**src/verilog/cfg_loader_pkg.sv**
```systemverilog
`default_nettype none
package cfg_loader_pkg;

  // sizes
  localparam int NUM_PORTS = 3;
  localparam int NUM_REGS  = 9;
  localparam int WORD_W    = 32;
  localparam int EE_W      = 16;
  localparam int AV_ADDR_W = 10;
  localparam int FIELD3_W  = 15;

  // preload word addresses handled here
  localparam logic [7:0] EE_WORD_ATTR   = 8'h0c;
  localparam logic [7:0] EE_WORD_MARGIN = 8'h0e;
  localparam logic [7:0] EE_WORD_NOMDRV = 8'h10;
  localparam logic [7:0] EE_WORD_DEEMPH = 8'h12;

  // configuration offsets of the per-port image registers
  localparam logic [7:0] OFS_INT_PIN  = 8'h3c;
  localparam logic [7:0] OFS_CAP_DIS  = 8'h70;
  localparam logic [7:0] OFS_PHY0     = 8'h74;
  localparam logic [7:0] OFS_PHY1     = 8'h78;
  localparam logic [7:0] OFS_TL_CTRL  = 8'h8c;
  localparam logic [7:0] OFS_MARGIN   = 8'h94;
  localparam logic [7:0] OFS_DEV_CAP  = 8'hc4;
  localparam logic [7:0] OFS_LINK_CAP = 8'hcc;
  localparam logic [7:0] OFS_DEV_CAP2 = 8'he4;

  // image index of each register
  localparam logic [3:0] IDX_INT_PIN  = 4'h0;
  localparam logic [3:0] IDX_CAP_DIS  = 4'h1;
  localparam logic [3:0] IDX_PHY0     = 4'h2;
  localparam logic [3:0] IDX_PHY1     = 4'h3;
  localparam logic [3:0] IDX_TL_CTRL  = 4'h4;
  localparam logic [3:0] IDX_MARGIN   = 4'h5;
  localparam logic [3:0] IDX_DEV_CAP  = 4'h6;
  localparam logic [3:0] IDX_LINK_CAP = 4'h7;
  localparam logic [3:0] IDX_DEV_CAP2 = 4'h8;

  // destination bit positions
  localparam int POS_MPS      = 0;
  localparam int POS_ASPM     = 10;
  localparam int POS_RBER     = 15;
  localparam int POS_MSI_DIS  = 14;
  localparam int POS_CPAR_DIS = 15;
  localparam int POS_PM_DIS   = 13;
  localparam int POS_ORDER5   = 5;
  localparam int POS_LBN      = 21;
  localparam int POS_FREEZE   = 6;
  localparam int POS_SOF_LAT  = 0;
  localparam int POS_SURPRISE = 19;
  localparam int POS_PM_DSEL  = 1;
  localparam int POS_LTR      = 12;
  localparam int POS_4KB      = 3;
  localparam int POS_MARGIN   = 0;
  localparam int POS_OBFF     = 18;
  localparam int POS_NOMDRV   = 16;
  localparam int POS_GEN2     = 31;
  localparam int POS_DEEMPH   = 16;
  localparam int POS_INTA     = 8;

  // source bit positions inside a preload word
  localparam int SRC_MPS      = 0;
  localparam int SRC_ASPM     = 2;
  localparam int SRC_RBER     = 4;
  localparam int SRC_MSI_DIS  = 5;
  localparam int SRC_CPAR_DIS = 6;
  localparam int SRC_PM_DIS   = 7;
  localparam int SRC_ORDER5   = 8;
  localparam int SRC_LBN      = 9;
  localparam int SRC_FREEZE   = 10;
  localparam int SRC_SOF_LAT  = 11;
  localparam int SRC_SURPRISE = 12;
  localparam int SRC_PM_DSEL  = 13;
  localparam int SRC_LTR      = 14;
  localparam int SRC_TOP      = 15;
  localparam int SRC_FIELD3   = 0;

  // ports that receive the upper-port-only fields
  localparam logic [NUM_PORTS-1:0] HI_PORTS = 3'h6;

  // control and status registers of the loader
  localparam logic [AV_ADDR_W-1:0] CTRL_ADDR = 10'h300;
  localparam logic [AV_ADDR_W-1:0] STAT_ADDR = 10'h304;
  localparam int CTRL_RELOAD_BIT  = 0;
  localparam int STAT_DONE_BIT    = 0;
  localparam int STAT_LOADING_BIT = 1;
  localparam int STAT_COUNT_POS   = 8;

  // reset values
  localparam logic [WORD_W-1:0] RST_IMAGE = 32'h0;
  localparam logic [7:0]        RST_COUNT = 8'h0;

  typedef logic [WORD_W-1:0] reg_word_t;
  typedef logic [NUM_REGS-1:0][WORD_W-1:0] reg_set_t;
  typedef logic [NUM_PORTS-1:0][NUM_REGS-1:0][WORD_W-1:0] image_t;
  typedef enum logic {LOADING, READY} fsm_t;

  // offset to {valid, index}
  function automatic logic [4:0] ofs_to_idx(input logic [7:0] ofs);
    unique case (ofs)
      OFS_INT_PIN:  ofs_to_idx = {1'b1, IDX_INT_PIN};
      OFS_CAP_DIS:  ofs_to_idx = {1'b1, IDX_CAP_DIS};
      OFS_PHY0:     ofs_to_idx = {1'b1, IDX_PHY0};
      OFS_PHY1:     ofs_to_idx = {1'b1, IDX_PHY1};
      OFS_TL_CTRL:  ofs_to_idx = {1'b1, IDX_TL_CTRL};
      OFS_MARGIN:   ofs_to_idx = {1'b1, IDX_MARGIN};
      OFS_DEV_CAP:  ofs_to_idx = {1'b1, IDX_DEV_CAP};
      OFS_LINK_CAP: ofs_to_idx = {1'b1, IDX_LINK_CAP};
      OFS_DEV_CAP2: ofs_to_idx = {1'b1, IDX_DEV_CAP2};
      default:      ofs_to_idx = 5'h00;
    endcase
  endfunction : ofs_to_idx

endpackage : cfg_loader_pkg
`default_nettype wire

```
**src/verilog/cfg_link_if.sv**
```systemverilog
`timescale 1ns/1ps
`default_nettype none
interface cfg_link_if;
  import cfg_loader_pkg::*;
  // address decode group
  logic [AV_ADDR_W-1:0] bus_addr;
  logic [1:0]           dec_port;
  logic [3:0]           dec_idx;
  logic                 dec_img;
  logic                 dec_ctrl;
  logic                 dec_stat;
  // preload word unpack group
  logic [7:0]           ee_addr;
  logic [EE_W-1:0]      ee_data;
  logic                 upd_hit;
  reg_set_t             upd_mask_all;
  reg_set_t             upd_mask_hi;
  reg_set_t             upd_value;

  modport core (output bus_addr, ee_addr, ee_data,
                input dec_port, dec_idx, dec_img, dec_ctrl, dec_stat,
                input upd_hit, upd_mask_all, upd_mask_hi, upd_value);
  modport decode (input bus_addr,
                  output dec_port, dec_idx, dec_img, dec_ctrl, dec_stat);
  modport unpack (input ee_addr, ee_data,
                  output upd_hit, upd_mask_all, upd_mask_hi, upd_value);
endinterface : cfg_link_if
`default_nettype wire

```
**src/verilog/eeprom_config_word_loader.sv**
```systemverilog
`timescale 1ns/1ps
`default_nettype none
module eeprom_config_word_loader (
  // clock, reset, enable
  input  wire  logic                              i_ref_clk,
  input  wire  logic                              i_arst_n,
  input  wire  logic                              i_ce,
  // preload words from the eeprom reader
  input  wire  logic                              i_ee_valid,
  input  wire  logic [7:0]                        i_ee_addr,
  input  wire  logic [cfg_loader_pkg::EE_W-1:0]   i_ee_data,
  input  wire  logic                              i_ee_last,
  // avalon-mm slave
  input  wire  logic [cfg_loader_pkg::AV_ADDR_W-1:0] i_avs_address,
  input  wire  logic                              i_avs_read,
  input  wire  logic                              i_avs_write,
  input  wire  logic [31:0]                       i_avs_writedata,
  input  wire  logic [3:0]                        i_avs_byteenable,
  output logic [31:0]                             o_avs_readdata,
  output logic                                    o_avs_waitrequest,
  // loader state and configuration image
  output logic                                    o_load_done,
  output cfg_loader_pkg::image_t                  o_cfg_image,
  // per-port control levels taken from the image
  output logic [cfg_loader_pkg::NUM_PORTS-1:0]    o_gen2_mode,
  output logic [cfg_loader_pkg::NUM_PORTS-1:0]    o_msi_disable,
  output logic [cfg_loader_pkg::NUM_PORTS-1:0]    o_pm_disable,
  output logic [cfg_loader_pkg::NUM_PORTS-1:0]    o_short_sof_latency,
  output logic [cfg_loader_pkg::NUM_PORTS-1:0]    o_inta_request
);
  import cfg_loader_pkg::*;

  // all state of the loader
  typedef struct packed {
    fsm_t      fsm;
    logic      done;
    logic      ack;
    reg_word_t rdata;
    logic [7:0] words;
    image_t    img;
  } loader_state_t;

  loader_state_t st;
  loader_state_t next_st;

  cfg_link_if lnk ();

  // byte-lane merge for software writes
  function automatic reg_word_t be_merge(input reg_word_t old_w,
                                         input reg_word_t new_w,
                                         input logic [3:0] be);
    reg_word_t res;
    res = old_w;
    for (int b = 0; b < 4; b++) begin
      if (be[b]) begin
        res[b*8 +: 8] = new_w[b*8 +: 8];
      end
    end
    return res;
  endfunction : be_merge

  // address decode and word unpack
  cfg_addr_decode u_decode (
    .lnk (lnk)
  );

  cfg_word_unpack u_unpack (
    .lnk (lnk)
  );

  // feed the helpers
  assign lnk.bus_addr = i_avs_address;
  assign lnk.ee_addr  = i_ee_addr;
  assign lnk.ee_data  = i_ee_data;

  // next-state logic
  always_comb begin
    reg_word_t rd;
    reg_word_t msk;
    logic      req;
    logic      reload;
    reg_word_t ctl;
    rd      = '0;
    msk     = '0;
    ctl     = '0;
    req     = i_avs_read || i_avs_write;
    reload  = 1'b0;
    next_st = st;

    // preload words only land while loading
    if (st.fsm == LOADING && i_ee_valid && lnk.upd_hit) begin
      for (int p = 0; p < NUM_PORTS; p++) begin
        for (int r = 0; r < NUM_REGS; r++) begin
          msk = lnk.upd_mask_all[r];
          if (HI_PORTS[p]) begin
            msk = msk | lnk.upd_mask_hi[r];
          end
          // only mapped bits change, the rest keep their value
          next_st.img[p][r] = (st.img[p][r] & ~msk) |
                              (lnk.upd_value[r] & msk);
        end
      end
      next_st.words = 8'(st.words + 8'h1);
    end

    // read data mux
    if (lnk.dec_img) begin
      rd = st.img[lnk.dec_port][lnk.dec_idx];
    end else if (lnk.dec_stat) begin
      rd[STAT_DONE_BIT]            = st.done;
      rd[STAT_LOADING_BIT]         = (st.fsm == LOADING);
      rd[STAT_COUNT_POS +: 8]      = st.words;
    end

    // bus slave: hold off host until the load is over
    if (st.fsm == READY) begin
      if (st.ack) begin
        next_st.ack = 1'b0;
        if (i_avs_write) begin
          if (lnk.dec_img) begin
            next_st.img[lnk.dec_port][lnk.dec_idx] =
              be_merge(st.img[lnk.dec_port][lnk.dec_idx],
                       i_avs_writedata, i_avs_byteenable);
          end else if (lnk.dec_ctrl) begin
            ctl    = be_merge(RST_IMAGE, i_avs_writedata, i_avs_byteenable);
            reload = ctl[CTRL_RELOAD_BIT];
          end
        end
      end else if (req) begin
        next_st.ack   = 1'b1;
        next_st.rdata = i_avs_read ? rd : st.rdata;
      end
    end

    // software reload reopens the load window
    if (reload) begin
      next_st.fsm   = LOADING;
      next_st.done  = 1'b0;
      next_st.words = RST_COUNT;
      next_st.ack   = 1'b0;
    end

    // end of preload; set wins over a same-cycle reload
    if (i_ee_last) begin
      next_st.fsm  = READY;
      next_st.done = 1'b1;
    end
  end

  // state register, frozen while the clock enable is low
  always_ff @(posedge i_ref_clk or negedge i_arst_n) begin
    if (!i_arst_n) begin
      st.fsm   <= LOADING;
      st.done  <= 1'b0;
      st.ack   <= 1'b0;
      st.rdata <= RST_IMAGE;
      st.words <= RST_COUNT;
      st.img   <= '0;
    end else if (i_ce) begin
      st <= next_st;
    end
  end

  // bus outputs
  assign o_avs_readdata    = st.rdata;
  assign o_avs_waitrequest = !(st.fsm == READY && st.ack);
  assign o_load_done       = st.done;
  assign o_cfg_image       = st.img;

  // per-port control levels
  for (genvar p = 0; p < NUM_PORTS; p++) begin : g_port
    assign o_gen2_mode[p]   = st.img[p][IDX_TL_CTRL][POS_GEN2];
    assign o_msi_disable[p] = st.img[p][IDX_CAP_DIS][POS_MSI_DIS];
    assign o_pm_disable[p]  = st.img[p][IDX_CAP_DIS][POS_PM_DIS];
    // zero selects the short latency mode
    assign o_short_sof_latency[p] =
      !st.img[p][IDX_TL_CTRL][POS_SOF_LAT];
    assign o_inta_request[p] = st.img[p][IDX_INT_PIN][POS_INTA];
  end

endmodule : eeprom_config_word_loader
`default_nettype wire

```
**src/verilog/cfg_addr_decode.sv**
```systemverilog
`timescale 1ns/1ps
`default_nettype none
module cfg_addr_decode (
  cfg_link_if.decode lnk
);
  import cfg_loader_pkg::*;

  logic [4:0] hit;

  // split the byte address into port and register
  assign hit          = ofs_to_idx(lnk.bus_addr[7:0]);
  assign lnk.dec_port = lnk.bus_addr[9:8];
  assign lnk.dec_idx  = hit[3:0];
  assign lnk.dec_img  = hit[4] && (32'(lnk.bus_addr[9:8]) < NUM_PORTS);
  assign lnk.dec_ctrl = (lnk.bus_addr == CTRL_ADDR);
  assign lnk.dec_stat = (lnk.bus_addr == STAT_ADDR);
endmodule : cfg_addr_decode
`default_nettype wire

```
**src/verilog/cfg_word_unpack.sv**
```systemverilog
`timescale 1ns/1ps
`default_nettype none
module cfg_word_unpack (
  cfg_link_if.unpack lnk
);
  import cfg_loader_pkg::*;

  // place each preload field at its register position
  always_comb begin
    lnk.upd_hit      = 1'b1;
    lnk.upd_mask_all = '0;
    lnk.upd_mask_hi  = '0;
    lnk.upd_value    = '0;
    unique case (lnk.ee_addr)
      EE_WORD_ATTR: begin
        lnk.upd_mask_all[IDX_DEV_CAP][POS_MPS +: 2] = 2'h3;
        lnk.upd_value[IDX_DEV_CAP][POS_MPS +: 2] =
          lnk.ee_data[SRC_MPS +: 2];
        lnk.upd_mask_all[IDX_LINK_CAP][POS_ASPM +: 2] = 2'h3;
        lnk.upd_value[IDX_LINK_CAP][POS_ASPM +: 2] =
          lnk.ee_data[SRC_ASPM +: 2];
        lnk.upd_mask_all[IDX_DEV_CAP][POS_RBER] = 1'b1;
        lnk.upd_value[IDX_DEV_CAP][POS_RBER] = lnk.ee_data[SRC_RBER];
        lnk.upd_mask_all[IDX_CAP_DIS][POS_MSI_DIS] = 1'b1;
        lnk.upd_value[IDX_CAP_DIS][POS_MSI_DIS] = lnk.ee_data[SRC_MSI_DIS];
        lnk.upd_mask_all[IDX_PHY0][POS_CPAR_DIS] = 1'b1;
        lnk.upd_value[IDX_PHY0][POS_CPAR_DIS] = lnk.ee_data[SRC_CPAR_DIS];
        lnk.upd_mask_all[IDX_CAP_DIS][POS_PM_DIS] = 1'b1;
        lnk.upd_value[IDX_CAP_DIS][POS_PM_DIS] = lnk.ee_data[SRC_PM_DIS];
        lnk.upd_mask_all[IDX_TL_CTRL][POS_ORDER5] = 1'b1;
        lnk.upd_value[IDX_TL_CTRL][POS_ORDER5] = lnk.ee_data[SRC_ORDER5];
        lnk.upd_mask_hi[IDX_LINK_CAP][POS_LBN] = 1'b1;
        lnk.upd_value[IDX_LINK_CAP][POS_LBN] = lnk.ee_data[SRC_LBN];
        lnk.upd_mask_all[IDX_TL_CTRL][POS_FREEZE] = 1'b1;
        lnk.upd_value[IDX_TL_CTRL][POS_FREEZE] = lnk.ee_data[SRC_FREEZE];
        lnk.upd_mask_all[IDX_TL_CTRL][POS_SOF_LAT] = 1'b1;
        lnk.upd_value[IDX_TL_CTRL][POS_SOF_LAT] = lnk.ee_data[SRC_SOF_LAT];
        lnk.upd_mask_all[IDX_LINK_CAP][POS_SURPRISE] = 1'b1;
        lnk.upd_value[IDX_LINK_CAP][POS_SURPRISE] =
          lnk.ee_data[SRC_SURPRISE];
        lnk.upd_mask_all[IDX_TL_CTRL][POS_PM_DSEL] = 1'b1;
        lnk.upd_value[IDX_TL_CTRL][POS_PM_DSEL] = lnk.ee_data[SRC_PM_DSEL];
        lnk.upd_mask_all[IDX_DEV_CAP2][POS_LTR] = 1'b1;
        lnk.upd_value[IDX_DEV_CAP2][POS_LTR] = lnk.ee_data[SRC_LTR];
        lnk.upd_mask_all[IDX_TL_CTRL][POS_4KB] = 1'b1;
        lnk.upd_value[IDX_TL_CTRL][POS_4KB] = lnk.ee_data[SRC_TOP];
      end
      EE_WORD_MARGIN: begin
        lnk.upd_mask_all[IDX_MARGIN][POS_MARGIN +: FIELD3_W] = '1;
        lnk.upd_value[IDX_MARGIN][POS_MARGIN +: FIELD3_W] =
          lnk.ee_data[SRC_FIELD3 +: FIELD3_W];
        lnk.upd_mask_all[IDX_DEV_CAP2][POS_OBFF] = 1'b1;
        lnk.upd_value[IDX_DEV_CAP2][POS_OBFF] = lnk.ee_data[SRC_TOP];
      end
      EE_WORD_NOMDRV: begin
        lnk.upd_mask_all[IDX_PHY0][POS_NOMDRV +: FIELD3_W] = '1;
        lnk.upd_value[IDX_PHY0][POS_NOMDRV +: FIELD3_W] =
          lnk.ee_data[SRC_FIELD3 +: FIELD3_W];
        lnk.upd_mask_all[IDX_TL_CTRL][POS_GEN2] = 1'b1;
        lnk.upd_value[IDX_TL_CTRL][POS_GEN2] = lnk.ee_data[SRC_TOP];
      end
      EE_WORD_DEEMPH: begin
        lnk.upd_mask_all[IDX_PHY1][POS_DEEMPH +: FIELD3_W] = '1;
        lnk.upd_value[IDX_PHY1][POS_DEEMPH +: FIELD3_W] =
          lnk.ee_data[SRC_FIELD3 +: FIELD3_W];
        lnk.upd_mask_hi[IDX_INT_PIN][POS_INTA] = 1'b1;
        lnk.upd_value[IDX_INT_PIN][POS_INTA] = lnk.ee_data[SRC_TOP];
      end
      default: lnk.upd_hit = 1'b0;
    endcase
  end
endmodule : cfg_word_unpack
`default_nettype wire

```
**config.mk**
```make
export PLATFORM = sky130hd
export DESIGN_NAME = eeprom_config_word_loader
export DESIGN_NICKNAME = d
export VERILOG_FILES = /design/src/verilog/cfg_loader_pkg.sv /design/src/verilog/cfg_link_if.sv /design/src/verilog/eeprom_config_word_loader.sv /design/src/verilog/cfg_addr_decode.sv /design/src/verilog/cfg_word_unpack.sv
export SDC_FILE = /design/constraint.sdc
export NUM_CORES = 2
export LEC_CHECK = 0
export ABC_AREA = 1
export BUFFER_PORTS_ARGS = -buffer_cell sky130_fd_sc_hd__buf_2
export CORE_AREA = 2 2 382 384
export DETAILED_ROUTE_END_ITERATION = 8
export DIE_AREA = 0 0 384 386
export PLACE_DENSITY_LB_ADDON = 0.15
export SYNTH_ARGS = -nofsm -noshare
export SYNTH_HDL_FRONTEND = slang
export SYNTH_SLANG_ARGS = --single-unit
```
**constraint.sdc**
```tcl
create_clock -name i_ref_clk -period 2.1 [get_ports i_ref_clk]
set_clock_uncertainty 0.2 [all_clocks]
set_input_delay 0.21 -clock i_ref_clk [delete_from_list [all_inputs] [get_ports i_ref_clk]]
set_output_delay 0.21 -clock i_ref_clk [all_outputs]
set_load 0.01 [all_outputs]
```
After elaboration in Yosys (flattened, before gate mapping)
Cells that the tools add are included.
{"block": "word_totals", "ff_bits": 907, "in_bits": 77, "output_inout_bits": 913}
{"block": "classes", "magnitude_cmp": 5, "n_mux": 90, "reduce_logical": 19, "eq_ne": 15, "n_addsub": 1, "bitwise": 89}
{"cell": "$mux 864", "n": 4}
{"cell": "$and 32x32->32", "n": 28}
{"cell": "$mux 872", "n": 1}
{"cell": "$bwmux 864", "n": 1}
{"cell": "$or 32x32->32", "n": 19}
{"cell": "$bmux 288 s2", "n": 1}
{"cell": "$demux 288 s2", "n": 1}
{"cell": "$mux 288", "n": 2}
{"cell": "$mux 32", "n": 13}
{"cell": "$not 32->32", "n": 10}
{"cell": "$mux 8", "n": 23}
{"cell": "$bmux 32 s4", "n": 1}
{"cell": "$demux 32 s4", "n": 1}
{"cell": "$mux 15", "n": 6}
{"cell": "$mux 33", "n": 2}
{"cell": "$and 15x32->32", "n": 2}
{"cell": "$and 31x32->32", "n": 2}
{"cell": "$not 15->32", "n": 2}
{"cell": "$not 31->32", "n": 2}
{"cell": "$or 32x15->32", "n": 2}
{"cell": "$or 32x31->32", "n": 2}
{"cell": "$and 31x31->31", "n": 2}
{"cell": "$pmux 5 s9", "n": 1}
{"cell": "$eq 8x8->1 const B", "n": 5}
{"cell": "other kinds (39)", "n": 86}

Depth between registers and ports, before layout
{"block": "depth", "ltp_word": 14, "mapped_depth": 18, "mapped_depth_nobuf": 15}

Hierarchy
A second synthesis with hierarchy kept.
{"block": "unflattened", "cells_unflattened": 12604, "area_unflattened_um2": 79339.8}
{"mod": "eeprom_config_word_loader", "n_inst": 1, "area_each_um2": 72548.3, "cells_each": 11642}
{"mod": "cfg_word_unpack", "n_inst": 1, "area_each_um2": 6536.3, "cells_each": 908}
{"mod": "cfg_addr_decode", "n_inst": 1, "area_each_um2": 255.2, "cells_each": 54}

Least setup slack after synthesis
Ideal clock, no wire load.
{"block": "synth_timing", "kind": "input -> register", "start": "input port i_avs_address[0] (netlist name)", "end": "register st (netlist bit o_cfg_image[751])", "cell_stages": 16, "t_arrival_ps": 2003, "setup_ps": 129, "required_ps": 1771, "setup_slack_ps": -232, "n_path_buf": 3, "path_cell_list": "inv_1 > nand2_2 > nor2_1 > nand2_2 > nand2_1 > nor2_2 > nand2_4 > nand2_2 > nor3_2 > nand2_2 > buf_6 > buf_6 > nor2_4 > inv_2 > buf_2 > o22ai_1"}
{"block": "synth_via", "elab_chain_cells": 14, "word_cells_on_any_way": 30}
{"element": "start, declared", "line": "eeprom_config_word_loader.sv:14", "source": "input wire logic [cfg_loader_pkg::AV_ADDR_W-1:0] i_avs_address,"}
{"element": "$eq 8x8->1 (tied with other cells)", "line": "cfg_loader_pkg.sv:101", "source": "unique case (ofs)"}
{"element": "$pmux 5 s9 *", "line": "cfg_loader_pkg.sv:101"}
{"element": "$bmux 32 s4", "line": "eeprom_config_word_loader.sv:122", "source": "be_merge(st.img[lnk.dec_port][lnk.dec_idx],"}
{"element": "$mux 32 (not written as such)", "line": "eeprom_config_word_loader.sv:122"}
{"element": "$mux 8", "line": "eeprom_config_word_loader.sv:55", "source": "if (be[b]) begin"}
{"element": "$mux 8", "line": "eeprom_config_word_loader.sv:120", "source": "if (lnk.dec_img) begin"}
{"element": "$mux 8", "line": "eeprom_config_word_loader.sv:119", "source": "if (i_avs_write) begin"}
{"element": "$mux 8", "line": "eeprom_config_word_loader.sv:117", "source": "if (st.ack) begin"}
{"element": "$mux 8", "line": "eeprom_config_word_loader.sv:116", "source": "if (st.fsm == READY) begin"}
{"element": "$bwmux 864", "line": "eeprom_config_word_loader.sv:121", "source": "next_st.img[lnk.dec_port][lnk.dec_idx] ="}
{"element": "$mux 864 *", "line": "eeprom_config_word_loader.sv:120"}
{"element": "$mux 864 *", "line": "eeprom_config_word_loader.sv:119"}
{"element": "$mux 864 *", "line": "eeprom_config_word_loader.sv:117"}
{"element": "$mux 864 *", "line": "eeprom_config_word_loader.sv:116"}
{"element": "end signal, assigned", "line": "eeprom_config_word_loader.sv:160", "source": "st <= next_st;"}
{"element": "end, declared", "line": "eeprom_config_word_loader.sv:43", "source": "loader_state_t st;"}
Mark *: on every way between the ends. The rest lies on a longest branch, timed or not. The select of a mux whose other input is x is not followed.
A chain may end at the register's enable or synchronous reset.

Final worst setup path
{"block": "layout_timing", "start": "register st (netlist bit o_cfg_image[774])", "end": "register st (netlist bit o_cfg_image[390])"}
{"block": "layout_via", "elab_chain_cells": 14}
{"element": "$bmux 288 s2", "line": "eeprom_config_word_loader.sv:122"}
{"element": "$mux 288 (not written as such)", "line": "eeprom_config_word_loader.sv:122"}
{"element": "$bmux 32 s4", "line": "eeprom_config_word_loader.sv:122"}
{"element": "$mux 32 (not written as such)", "line": "eeprom_config_word_loader.sv:122"}
{"element": "$mux 8", "line": "eeprom_config_word_loader.sv:55"}
{"element": "$mux 8", "line": "eeprom_config_word_loader.sv:120"}
{"element": "$mux 8", "line": "eeprom_config_word_loader.sv:119"}
{"element": "$mux 8", "line": "eeprom_config_word_loader.sv:117"}
{"element": "$mux 8", "line": "eeprom_config_word_loader.sv:116"}
{"element": "$bwmux 864", "line": "eeprom_config_word_loader.sv:121"}
{"element": "$mux 864", "line": "eeprom_config_word_loader.sv:120"}
{"element": "$mux 864", "line": "eeprom_config_word_loader.sv:119"}
{"element": "$mux 864", "line": "eeprom_config_word_loader.sv:117"}
{"element": "$mux 864", "line": "eeprom_config_word_loader.sv:116"}
Every way passes these cells. The select of a mux whose other input is x is not followed.

==> out/results.ini <==
[synth]
syn-num-nets=7335
netlist_top_cells_area=dfrtp_1 (43%), nand2_1 (20%), buf_4 (13%)
syn_avg_cell_area_sq_um=7.337
synth-main-ff-cell=dfrtp_1
synth_edf_count=0
synthAdderAreaFrac_pct=0.02350
yosysTopAreaCell=dfrtp_1
synth_warnings=0
synth_top_area_share_pct=42.58
synth_top_family_by_area=simple AND/OR/NAND/NOR gates
synthCells=7257
synth-seq-area-share_pct=42.58
synth-simple-area-share_pct=29.56
ys_ff_latch=906
yosysUniqueCellTypes=47
async_flop_share_pct=100.0
synth_mux_area_share_pct=0
synth_xor_area_share_pct=0.09870
synth-compound-area-share_pct=9.633
synth_area_sq_mm=0.05324

[clock_network]
insertion_delay_ns=0.77
cts_tree=built
htreeDepth=3
clk_pin_slew_ns=0.06
clockRootBuffer=clkbuf_16
cts_buffers=107
clkSinkCount=906
cts.path.max_buffers=3

[worst_setup_path]
cp.required_ns=2.53
crit_arrival_ns=2.81
worstSetupStartpoint=o_cfg_image[774]
crit_chain=nand2_1 > nand3_1 > o211ai_1 > nand3_1 > nand3_2 > nand2_4 > clkbuf_16 > nand3_2 > nand2_1
cp_max_fo=9
worst-setup-path-type=reg -> reg
slowest_delay_ns=0.63
r2r-start=o_cfg_image[774]
cp_slowest_cell=o211ai_1
startpoint_type=flop
endpoint_kind=flop

[floorplanning]
die_w_um=384
core-area_sq_mm=0.1445
rows=140
pin_count=990
initial_core_util_pct=36.84
die_height_um=386
die_area_sq_mm=0.1482

[route]
drt_iter0_markers=6971
ant_nets=0
routedWlPerCell_um=30.80
viasPerCell=5.558
drtPass1Iterations=6
routed_wl_um=318100
drc_errors=0
vias=57410

[power_and_ir_drop]
cellLeakagePower_uw=0.03758
p_per_area_mw_per_mm2=600.2
peakVddDrop_v=0.0006425

[final_layout]
n_fill_cell=14260
area_growth_pct=34.98
layout-drive-gt1-share_pct=34.33
layout_common_cells=nand2_1 (2775), buf_2 (983), dfrtp_1 (906)
final_cells=10330
final_nets=8384
final_common_cell=nand2_1
fin_area_sq_mm=0.07187

[global_route]
gr-total-overflow=0
grt_usage_pct=41.06
grt_pass1_wl_um=426700
antenna_found_initial=28
grt_pass1_vias=53750
grt_start_max_net_pins=72

[sta]
max-slew-margin-rel_pct=30.83
tns_ns=-61.76
period_share_pct=113.1
setup_viol=782
worst_pin_slew_ns=1.036
fmax_mhz=421.0
hold_viol_final=0
setup_slack_ns=-0.2752
rsz0062_at_grt=true
layout_min_cycle_time_ns=2.375
finalMaxSlewViolations=0
hold_ws_ns=0.03993

[place]
dpl_worst_slack_ns=-1.231
placed_area_sq_mm=0.06336
place_inst=9924
hpwl_um=231500
numPortBuffers=989
routabilityCongestion=1.005

[min_path]
hp-class=in -> async

[run_status]
status=finished, violations left
violations=negative setup slack

[job]
drv_cap=0

## cells in the mapped netlist, types with 2 or more instances
master / instances
o221ai_1: 18
inv_1: 203
o21ai_1: 106
inv_2: 18
o21ai_0: 508
o22ai_1: 37
o211ai_1: 51
a21oi_1: 79
or2_2: 23
a21boi_1: 7
buf_4: 930
nand3_1: 635
nand2_1: 2865
clkbuf_2: 2
nor3_1: 9
nand3_2: 2
o21ai_2: 6
buf_2: 189
a31oi_1: 68
clkinv_1: 4
nand2_2: 22
a22o_1: 12
a22oi_1: 27
nand4_1: 40
nor3_2: 3
clkbuf_1: 178
buf_6: 7
nor2_2: 13
buf_1: 29
nor2_1: 224
o21a_1: 2
dfrtp_1: 906
nor2_4: 15
nand3b_1: 2
xor2_1: 5
## cells by family after synthesis
group | count (synthesis)
simple gates | 3859
buf+inv | 1560
compound gates | 925
flops | 906
xor+xnor | 6
fa+ha+maj | 1
## stage by stage
stage	total power [uW]	utilization [%]
detailed placement	22780	43.84
global placement	22760	43.84
CTS	42960	48.77
finish	43140	49.73
floorplan	20180	-
global route	44110	49.71
## path summary, 6_finish.rpt
kind	end	slack, ns	cells after the start
min in group i_ref_clk	o_cfg_image[96]	0.07	5
worst min register to register	o_avs_readdata[1]	0.29	2
worst max register to register	o_cfg_image[390]	-0.28	9
max in group asynchronous	o_cfg_image[68]	1.03	3
worst min-delay path	o_cfg_image[638]	0.04	3
worst max-delay path	o_cfg_image[390]	-0.28	9
## worst max-delay path, delay by kind of cell (launching register included)
kind	cells	cell delay [ns]
flip-flops	1	0.39
buffers and inverters	1	0.21
AND/OR/NAND/NOR	7	0.80
AO/OA/AOI/OAI	1	0.63
## registers in the layout, indices dropped and copies added, names as in the netlist
name	cells
o_cfg_image	864
o_avs_readdata	32
st	10
## per-layer routing
metal	vias up	track usage [%]	wire length [um]
met5	-	0	103
met1	28110	51.44	119700
met2	3750	62.87	140100
li1	24630	-	-
met3	906	9.620	32440
met4	16	27.79	25790
## timing repair
| action | in CTS | in global routing |
|---|---|---|
| hold endpoints to repair | 1435 | 0 |
| hold buffers | 68 | 0 |
| pin swaps | 74 | 93 |
| endpoints found under the setup margin | 884 | 874 |
| gates cloned | 30 | 12 |
| gates resized for setup | 359 | 227 |
| setup buffers | 61 | 33 |
## power by group
group | internal (uW) | switching [uW] | leakage [uW] | total, uW
registers | 17700 | 186 | 0.0124 | 17900
clock network | 11500 | 8490 | 0.00179 | 19900
logic | 1930 | 3390 | 0.0234 | 5320
total | 31100 | 12100 | 0.0376 | 43100
## cell type report
class                           instances  area [sq um]  share of cell area, %
Clock buffer                          146          3024                  4.208
Clock inverter                         47         643.1                 0.8949
Inverter                              225         958.4                  1.334
Multi-Input combinational cell       4791         23200                  32.28
Sequential cell                       906         22670                  31.55
Tap cell                             1917          2399                  3.338
Antenna cell                           22         55.05                0.07661
Timing Repair Buffer                 2275         18910                  26.32
Note: power is estimated with default switching activity, not from simulation.
